===== src/rtl/adc_status_pkg.sv =====
// Summary of operation
// - Eight-bit status word resets to 0x80
// - Append status byte after result when enabled
// - Data-out shows ready bit outside register reads
// - Ready bit cleared when new result written
// - Calibration mode: cleared on calibration result instead
// - Ready bit set after data register read
// - Range error sets flag, saturates stored result
// - Range flag updates only on result writes
// - Failed write checksum sets serial error flag
// - Status read clears serial error flag
// - Register check mismatch sets integrity flag
// - Integrity flag cleared by disabling check
// - Channel tag gives result's channel index
// - Reserved status bits read as zero
package adc_status_pkg;

   // Widths of the words on the serial link
   localparam int STAT_W = 8;
   localparam int DATA_W = 24;
   localparam int CMD_W  = 8;
   localparam int SH_W   = 32;
   localparam int CHAN_W = 2;

   // Status word layout
   localparam int BIT_RDY    = 7;
   localparam int BIT_RANGE  = 6;
   localparam int BIT_CRC    = 5;
   localparam int BIT_REGCHK = 4;
   localparam int CHAN_LSB   = 0;

   // Values after reset
   localparam logic [STAT_W-1:0] STATUS_RST = 8'h80;
   localparam logic [DATA_W-1:0] DATA_RST   = 24'h000000;
   localparam logic [CHAN_W-1:0] CHAN_RST   = 2'h0;
   localparam logic [1:0]        RSV_VALUE  = 2'h0;

   // Saturation values for out-of-range results
   localparam logic [DATA_W-1:0] SAT_HIGH = 24'hFFFFFF;
   localparam logic [DATA_W-1:0] SAT_LOW  = 24'h000000;

   // Command byte layout and register addresses
   localparam int CMD_WEN_BIT = 7;
   localparam int CMD_RW_BIT  = 6;
   localparam logic [5:0] ADDR_STATUS = 6'h00;
   localparam logic [5:0] ADDR_DATA   = 6'h04;

   // Bit counts of each transfer
   localparam logic [5:0] LEN_CMD       = 6'h08;
   localparam logic [5:0] LEN_STATUS    = 6'h08;
   localparam logic [5:0] LEN_DATA      = 6'h18;
   localparam logic [5:0] LEN_DATA_STAT = 6'h20;
   localparam logic [5:0] LEN_OTHER     = 6'h08;

   // Number of synchronised pin inputs
   localparam int SYNC_PINS = 3;

   // Serial link states, one-hot
   typedef enum logic [3:0] {
      ST_IDLE = 4'h1,
      ST_CMD  = 4'h2,
      ST_READ = 4'h4,
      ST_SKIP = 4'h8
   } link_state_type;

endpackage


===== src/rtl/link_evt_if.sv =====
`timescale 1ns/1ps
// Synchronised serial pin levels and clock edge events
interface link_evt_if;
   logic cs_low;    // Chip select asserted
   logic sclk_rise; // One-cycle pulse on serial clock rising edge
   logic sclk_fall; // One-cycle pulse on serial clock falling edge
   logic din;       // Synchronised serial input level

   modport src (output cs_low, output sclk_rise, output sclk_fall, output din);
   modport dst (input cs_low, input sclk_rise, input sclk_fall, input din);
endinterface


===== src/rtl/adc_status_flags.sv =====
`timescale 1ns/1ps
// Status flags, serial read path and shared data-out pin
module adc_status_flags
   import adc_status_pkg::*;
(
   input  wire logic              clk_sys_i,
   input  wire logic              rst_i,
   input  wire logic              sclk_i,
   input  wire logic              cs_n_i,
   input  wire logic              din_i,
   output logic                   dout_o,
   output logic                   dout_oe_o,
   input  wire logic              result_wr_i,
   input  wire logic [DATA_W-1:0] result_i,
   input  wire logic              over_range_i,
   input  wire logic              under_range_i,
   input  wire logic [CHAN_W-1:0] result_chan_i,
   input  wire logic              cal_mode_i,
   input  wire logic              cal_done_i,
   input  wire logic              append_status_i,
   input  wire logic              crc_wr_fail_i,
   input  wire logic              reg_check_en_i,
   input  wire logic              reg_mismatch_i,
   output logic [STAT_W-1:0]      status_o
);

   link_evt_if evt ();

   logic [DATA_W-1:0] data_w;      // Stored result from the capture block
   logic              range_err_w; // Range error flag
   logic [CHAN_W-1:0] chan_w;      // Channel tag
   logic [STAT_W-1:0] status_w;    // Assembled status word

   // Link state
   link_state_type    state_r;
   link_state_type    state_nxt;
   logic [CMD_W-1:0]  cmd_r;       // Command byte being shifted in
   logic [CMD_W-1:0]  cmd_nxt;
   logic [CMD_W-1:0]  cmd_w;       // Command byte including current bit
   logic [5:0]        cnt_r;       // Bits done in the current phase
   logic [5:0]        cnt_nxt;
   logic [5:0]        len_r;       // Bits in the current read
   logic [5:0]        len_nxt;
   logic [SH_W-1:0]   sh_r;        // Read shift register, MSB first
   logic [SH_W-1:0]   sh_nxt;
   logic              data_rd_r;   // Current read targets the data register
   logic              data_rd_nxt;
   logic              stat_clr;    // Pulse: status word handed to host
   logic              data_done;   // Pulse: data register read finished

   // Flags and outputs
   logic              rdy_r;
   logic              rdy_nxt;
   logic              crc_r;
   logic              crc_nxt;
   logic              reg_r;
   logic              reg_nxt;
   logic              dout_r;
   logic              dout_nxt;
   logic              oe_r;
   logic              oe_nxt;
   logic [STAT_W-1:0] stat_r;
   logic [STAT_W-1:0] stat_nxt;

   link_sync u_sync (
      .clk_sys_i (clk_sys_i),
      .rst_i     (rst_i),
      .sclk_i    (sclk_i),
      .cs_n_i    (cs_n_i),
      .din_i     (din_i),
      .evt       (evt)
   );

   // Calibration results do not land in the data register
   result_capture u_capture (
      .clk_sys_i     (clk_sys_i),
      .rst_i         (rst_i),
      .result_wr_i   (result_wr_i & ~cal_mode_i),
      .result_i      (result_i),
      .over_range_i  (over_range_i),
      .under_range_i (under_range_i),
      .result_chan_i (result_chan_i),
      .data_o        (data_w),
      .range_err_o   (range_err_w),
      .chan_o        (chan_w)
   );

   // Status word; reserved bits tied to zero
   always_comb begin
      status_w                           = '0;
      status_w[BIT_RDY]                  = rdy_r;
      status_w[BIT_RANGE]                = range_err_w;
      status_w[BIT_CRC]                  = crc_r;
      status_w[BIT_REGCHK]               = reg_r;
      status_w[3:2]                      = RSV_VALUE;
      status_w[CHAN_LSB +: CHAN_W]       = chan_w;
   end

   assign cmd_w = {cmd_r[CMD_W-2:0], evt.din};

   // Serial link sequencer: command byte in, register read out
   always_comb begin
      state_nxt   = state_r;
      cmd_nxt     = cmd_r;
      cnt_nxt     = cnt_r;
      len_nxt     = len_r;
      sh_nxt      = sh_r;
      data_rd_nxt = data_rd_r;
      stat_clr    = 1'b0;
      data_done   = 1'b0;
      case (state_r)
         ST_IDLE: begin
            if (evt.cs_low) begin
               state_nxt = ST_CMD;
               cnt_nxt   = 6'h00;
            end
         end
         ST_CMD: begin
            if (!evt.cs_low) begin
               state_nxt = ST_IDLE;
            end else if (evt.sclk_rise) begin
               cmd_nxt = cmd_w;
               if (cnt_r == LEN_CMD - 6'h01) begin
                  cnt_nxt = 6'h00;
                  if (cmd_w[CMD_WEN_BIT]) begin
                     // Enable bit high: not a command, wait for another
                     state_nxt = ST_CMD;
                  end else if (!cmd_w[CMD_RW_BIT]) begin
                     // Writes belong to other registers; sit out the frame
                     state_nxt = ST_SKIP;
                  end else begin
                     state_nxt = ST_READ;
                     if (cmd_w[5:0] == ADDR_STATUS) begin
                        sh_nxt      = {status_w, {DATA_W{1'b0}}};
                        len_nxt     = LEN_STATUS;
                        stat_clr    = 1'b1;
                        data_rd_nxt = 1'b0;
                     end else if (cmd_w[5:0] == ADDR_DATA) begin
                        sh_nxt      = {data_w, status_w};
                        data_rd_nxt = 1'b1;
                        if (append_status_i) begin
                           len_nxt  = LEN_DATA_STAT;
                           stat_clr = 1'b1;
                        end else begin
                           len_nxt  = LEN_DATA;
                        end
                     end else begin
                        // Other registers live elsewhere; read as zero
                        sh_nxt      = '0;
                        len_nxt     = LEN_OTHER;
                        data_rd_nxt = 1'b0;
                     end
                  end
               end else begin
                  cnt_nxt = cnt_r + 6'h01;
               end
            end
         end
         ST_READ: begin
            if (!evt.cs_low) begin
               // Aborted read: data register not counted as read
               state_nxt   = ST_IDLE;
               data_rd_nxt = 1'b0;
            end else begin
               if (evt.sclk_fall) begin
                  sh_nxt = {sh_r[SH_W-2:0], 1'b0};
               end
               if (evt.sclk_rise) begin
                  if (cnt_r == len_r - 6'h01) begin
                     state_nxt   = ST_CMD;
                     cnt_nxt     = 6'h00;
                     data_done   = data_rd_r;
                     data_rd_nxt = 1'b0;
                  end else begin
                     cnt_nxt = cnt_r + 6'h01;
                  end
               end
            end
         end
         ST_SKIP: begin
            if (!evt.cs_low) begin
               state_nxt = ST_IDLE;
            end
         end
         default: begin
            state_nxt = ST_IDLE;
         end
      endcase
   end

   always_ff @(posedge clk_sys_i or posedge rst_i) begin
      if (rst_i) begin
         state_r   <= ST_IDLE;
         cmd_r     <= '0;
         cnt_r     <= 6'h00;
         len_r     <= LEN_STATUS;
         sh_r      <= '0;
         data_rd_r <= 1'b0;
      end else begin
         state_r   <= state_nxt;
         cmd_r     <= cmd_nxt;
         cnt_r     <= cnt_nxt;
         len_r     <= len_nxt;
         sh_r      <= sh_nxt;
         data_rd_r <= data_rd_nxt;
      end
   end

   // Flags; a hardware event in the same cycle as a clear wins, except that disabling the check beats a mismatch
   always_comb begin
      rdy_nxt = rdy_r;
      if (cal_mode_i ? cal_done_i : result_wr_i) begin
         rdy_nxt = 1'b0;
      end else if (data_done) begin
         rdy_nxt = 1'b1;
      end
      // Sticky through later good writes until a status read
      crc_nxt = crc_wr_fail_i | (crc_r & ~stat_clr);
      // Only dropping the check enable clears it
      reg_nxt = reg_check_en_i & (reg_r | reg_mismatch_i);
   end

   always_ff @(posedge clk_sys_i or posedge rst_i) begin
      if (rst_i) begin
         rdy_r <= STATUS_RST[BIT_RDY];
         crc_r <= STATUS_RST[BIT_CRC];
         reg_r <= STATUS_RST[BIT_REGCHK];
      end else begin
         rdy_r <= rdy_nxt;
         crc_r <= crc_nxt;
         reg_r <= reg_nxt;
      end
   end

   // Pin and status outputs, all registered
   always_comb begin
      oe_nxt   = evt.cs_low;
      stat_nxt = status_w;
      if (state_nxt == ST_READ) begin
         dout_nxt = sh_nxt[SH_W-1];
      end else begin
         dout_nxt = rdy_nxt;
      end
   end

   always_ff @(posedge clk_sys_i or posedge rst_i) begin
      if (rst_i) begin
         dout_r <= STATUS_RST[BIT_RDY];
         oe_r   <= 1'b0;
         stat_r <= STATUS_RST;
      end else begin
         dout_r <= dout_nxt;
         oe_r   <= oe_nxt;
         stat_r <= stat_nxt;
      end
   end

   assign dout_o    = dout_r;
   assign dout_oe_o = oe_r;
   assign status_o  = stat_r;

endmodule


===== src/rtl/link_sync.sv =====
`timescale 1ns/1ps
// Brings the serial pins into the system clock and finds clock edges
module link_sync
   import adc_status_pkg::*;
(
   input  wire logic   clk_sys_i,
   input  wire logic   rst_i,
   input  wire logic   sclk_i,
   input  wire logic   cs_n_i,
   input  wire logic   din_i,
   link_evt_if.src     evt
);

   logic [SYNC_PINS-1:0] pins;     // Raw pins, 0 clock, 1 select, 2 data
   logic [SYNC_PINS-1:0] meta_r;   // First stage, read only by stage two
   logic [SYNC_PINS-1:0] meta_nxt;
   logic [SYNC_PINS-1:0] stab_r;   // Second stage, safe to use
   logic [SYNC_PINS-1:0] stab_nxt;
   logic                 sclk_d_r; // Previous stable clock level
   logic                 sclk_d_nxt;

   assign pins = {din_i, cs_n_i, sclk_i};

   // Two flops per pin; select resets high so the link starts idle
   genvar g;
   generate
      for (g = 0; g < SYNC_PINS; g++) begin : g_sync
         always_comb begin
            meta_nxt[g] = pins[g];
            stab_nxt[g] = meta_r[g];
         end
         always_ff @(posedge clk_sys_i or posedge rst_i) begin
            if (rst_i) begin
               meta_r[g] <= 1'b1;
               stab_r[g] <= 1'b1;
            end else begin
               meta_r[g] <= meta_nxt[g];
               stab_r[g] <= stab_nxt[g];
            end
         end
      end
   endgenerate

   // Delayed clock level for edge finding
   always_comb begin
      sclk_d_nxt = stab_r[0];
   end

   always_ff @(posedge clk_sys_i or posedge rst_i) begin
      if (rst_i) begin
         sclk_d_r <= 1'b1;
      end else begin
         sclk_d_r <= sclk_d_nxt;
      end
   end

   assign evt.sclk_rise = stab_r[0] & ~sclk_d_r;
   assign evt.sclk_fall = ~stab_r[0] & sclk_d_r;
   assign evt.cs_low    = ~stab_r[1];
   assign evt.din       = stab_r[2];

endmodule


===== src/rtl/result_capture.sv =====
`timescale 1ns/1ps
// Data register with saturation, range flag and channel tag
module result_capture
   import adc_status_pkg::*;
(
   input  wire logic              clk_sys_i,
   input  wire logic              rst_i,
   input  wire logic              result_wr_i,
   input  wire logic [DATA_W-1:0] result_i,
   input  wire logic              over_range_i,
   input  wire logic              under_range_i,
   input  wire logic [CHAN_W-1:0] result_chan_i,
   output logic      [DATA_W-1:0] data_o,
   output logic                   range_err_o,
   output logic      [CHAN_W-1:0] chan_o
);

   logic [DATA_W-1:0] data_r;      // Stored result
   logic [DATA_W-1:0] data_nxt;
   logic              range_r;     // Range error flag
   logic              range_nxt;
   logic [CHAN_W-1:0] chan_r;      // Channel of stored result
   logic [CHAN_W-1:0] chan_nxt;

   // Everything changes only on a result write, so the flag follows
   // the range condition of the latest result
   always_comb begin
      data_nxt  = data_r;
      range_nxt = range_r;
      chan_nxt  = chan_r;
      if (result_wr_i) begin
         range_nxt = over_range_i | under_range_i;
         chan_nxt  = result_chan_i;
         if (over_range_i) begin
            data_nxt = SAT_HIGH;
         end else if (under_range_i) begin
            data_nxt = SAT_LOW;
         end else begin
            data_nxt = result_i;
         end
      end
   end

   always_ff @(posedge clk_sys_i or posedge rst_i) begin
      if (rst_i) begin
         data_r  <= DATA_RST;
         range_r <= 1'b0;
         chan_r  <= CHAN_RST;
      end else begin
         data_r  <= data_nxt;
         range_r <= range_nxt;
         chan_r  <= chan_nxt;
      end
   end

   assign data_o      = data_r;
   assign range_err_o = range_r;
   assign chan_o      = chan_r;

endmodule


===== config.mk =====
export PLATFORM = sky130hd
export DESIGN_NAME = adc_status_flags
export DESIGN_NICKNAME = d
export VERILOG_FILES = /design/src/rtl/adc_status_pkg.sv /design/src/rtl/link_evt_if.sv /design/src/rtl/adc_status_flags.sv /design/src/rtl/link_sync.sv /design/src/rtl/result_capture.sv
export SDC_FILE = /design/constraint.sdc
export NUM_CORES = 1
export LEC_CHECK = 0
export ABC_AREA = 1
export BUFFER_PORTS_ARGS = -buffer_cell sky130_fd_sc_hd__buf_2
export CORE_ASPECT_RATIO = 1.25
export CORE_MARGIN = 5
export CORE_UTILIZATION = 62
export DETAILED_ROUTE_END_ITERATION = 7
export PLACE_DENSITY = 0.95
export SYNTH_ARGS = -nofsm -noshare
export SYNTH_HDL_FRONTEND = slang
export SYNTH_SLANG_ARGS = --single-unit

===== constraint.sdc =====
create_clock -name clk_sys_i -period 9.1 [get_ports clk_sys_i]
set_input_delay 1.82 -clock clk_sys_i [delete_from_list [all_inputs] [get_ports clk_sys_i]]
set_output_delay 1.82 -clock clk_sys_i [all_outputs]
set_load 0.05 [all_outputs]

==> run metrics <==
Critical Path RT=just over 9000 ps; Post-DRT Antenna Nets=0; reg2reg end=sh_r[27]; most frequent cell after synthesis=nand2_1; area grow syn2layout=10.1%; drt wl/cell=14.7 um; Final Hold Slack=~360 ps; vias=between 3000 and 4000; Final setup viols=0; # nets final=around 580; P per Cell Area=~180 nW/um2; Final period util=0.348; Placer Congestion=between 0.8 and 0.9; #FFs+latches synth=around 100; Num CTS Buffers=9; CTS tree=done; initial antenna violation count=0; status=finished clean; Worst Setup Start Kind=input port; Slew @ Worst Pin=940 ps; I/O pin count=50; Setup TNS Final=0 ps; achievable frequency=0.316 GHz; maxcap violations=0; # rows=34; # DRC=0; die span in y=104 um; sequential area share after synthesis=0.558; Setup Crit Path Kind=input port to flip-flop; Main synth FF type=dfrtp_1; initial core utilization=0.633; Storage cell area=between 2000 and 2500 um2; Setup Buffers After CTS=0; final-layout fill cell count=about 560; ys async rst share=1.00; synth top area cells=dfrtp_1 (49%), nand2_1 (13%), dfstp_2 (7.1%), o211ai_2 (5.1%), inv_1 (5.0%); cell area after synthesis=between 4000 and 5000 um2; Tmin final=between 3000 and 4000 ps; flop-to-flop setup slack=about 7000 ps; max_slew headroom=0.372; Critical Path Sink Type=flip-flop; share of layout cells above drive strength 1=0.199; CP Max Fanout=26; Post-synth EDFFs=0; DP HPWL=6510 um; DRT iter0 DRCs=between 200 and 250; vias per cell=around 5.5; I/O Buffers=47; Slew Viols, Final=0; RSZ-0062 raised after global routing=false; hold worst-path end=u_sync.evt.din; CTS Hold Buffers Added=0; router iterations before antenna repair=5; first-pass GRT wire length=16200 um; pin count of the biggest net entering global routing=60; WHS Path Cells=0; Hold Crit Class=flip-flop to flip-flop; vias in the first global route=3601; CTS sink cnt=98; clock latency on the worst-skew pair=360 ps; Syn Area/Cell=between 9 and 10 um2; worst r2r src=cnt_r[1]; cell taking the most area after synthesis=dfrtp_1; Hold Vio Cnt, Final=0; area occupied by multi-input gates=between 1500 and 2000 um2; clock skew=about 13 ps; Die ar.=8920 um2; top cells by count, synth=nand2_1 (153), dfrtp_1 (86), inv_1 (59); die width=about 86 um; synth unique cells=34; Ys Warns=0; routed wire length=between 9000 and 10000 um; worst vdd ir=0.180 mV; Root Buffer=clkbuf_8; reg2reg path depth=10; Synth top area share=0.487; cell count after synthesis=slightly below 500; total grt overflow=0; Leak=2.56 nW; Max clock buf depth=2; hold_sp=u_sync.meta_r[2]; # H-tree levels=3; # diodes=0; Clk pin slew, worst setup/hold paths=approximately 90 ps; Critical Path AT=3380 ps; # resized after CTS=0; core area=around 7000 um2; All-Layer GR Usage=0.227
## per-layer routing
metal	vias up	global-route usage	share of wire
met5	-	0	0
met4	0	0.0939	0.023
met1	1688	0.271	0.40
li1	1657	-	-
met3	20	0.0571	0.052
met2	115	0.387	0.53
## sequential cells by signal, indices dropped and copies added, names as in the netlist, 2 cells and up
| register | cells |
|---|---|
| status_o | 6 |
| sh_r | 32 |
| u_capture.chan_o | 2 |
| state_r | 4 |
| cnt_r | 6 |
| u_sync.meta_r | 3 |
| u_capture.data_o | 24 |
| len_r | 3 |
| cmd_r | 7 |
## worst max-delay path, stage by stage
cell and delay [ps]:
buf_2 110, nor2_1 460, inv_2 360, nor2_1 180
buf_4 300, a22oi_1 140
## layout make-up
type,count,area share
flip-flops and latches,98,0.507
multi-input cells,315,0.330
repair buffers,49,0.0514
inverters,61,0.0473
clock buffers,9,0.0255
well taps,90,0.0231
clock inverters,7,0.0154
## stage by stage
step           worst slack [ps]  instances  cell area (um2)  total power [mW]  utilization
3_3_place_gp               5760        613             4670             0.601        0.669
2_1_floorplan              4740        491             4420             0.572            -
3_5_place_dp               5640        613             4670             0.608        0.669
5_1_grt                    5850        629             4860             0.928        0.697
4_1_cts                    5980        629             4860             0.889        0.697
6_report                   5930        629             4860             0.883        0.697
## layout by cell type, fill, tap and decap left out, types with 4 or more instances in the layout
cell type,n
dfstp_2,12
a21oi_1,9
o21ai_0,15
clkbuf_8,9
dfrtp_1,86
nand2_2,5
o211ai_2,18
nand2_1,153
buf_2,47
nand4_1,4
o22ai_1,4
inv_1,58
nand3_1,24
nor2_1,39
a22oi_1,24
## where the power goes
group | total [mW] | switching [mW] | leakage, nW | internal (mW)
combinational | 0.115 | 0.0810 | 1.26 | 0.0343
sequential | 0.485 | 0.0159 | 1.20 | 0.469
clock | 0.283 | 0.153 | 0.104 | 0.130
total | 0.883 | 0.250 | 2.56 | 0.633
## how the worst max path moves through the flow
stage / cells past startpoint / end / slack [ps] / from
2_1_floorplan: 1 / cmd_r[0] / 4740 / rst_i
3_3_place_gp: 6 / u_capture.data_o[12] / 5760 / cal_mode_i
3_5_place_dp: 6 / u_capture.data_o[21] / 5640 / cal_mode_i
4_1_cts: 6 / u_capture.data_o[21] / 5980 / cal_mode_i
5_1_grt: 6 / u_capture.data_o[21] / 5850 / cal_mode_i
6_report: 6 / u_capture.data_o[21] / 5930 / cal_mode_i
## cell families (layout without fill, tap and decap cells)
group	Yosys count	in the layout	share of synthesized area
flip-flops	98	98	0.558
buffers and inverters	78	126	0.0790
AO/OA/AOI/OAI	78	78	0.137
AND/OR/NAND/NOR	232	232	0.217
other	1	2	0.000849
XOR/XNOR	1	1	0.00198
adder cells (fa/ha/maj)	2	2	0.00566
Note: power is estimated with default switching activity, not from simulation.
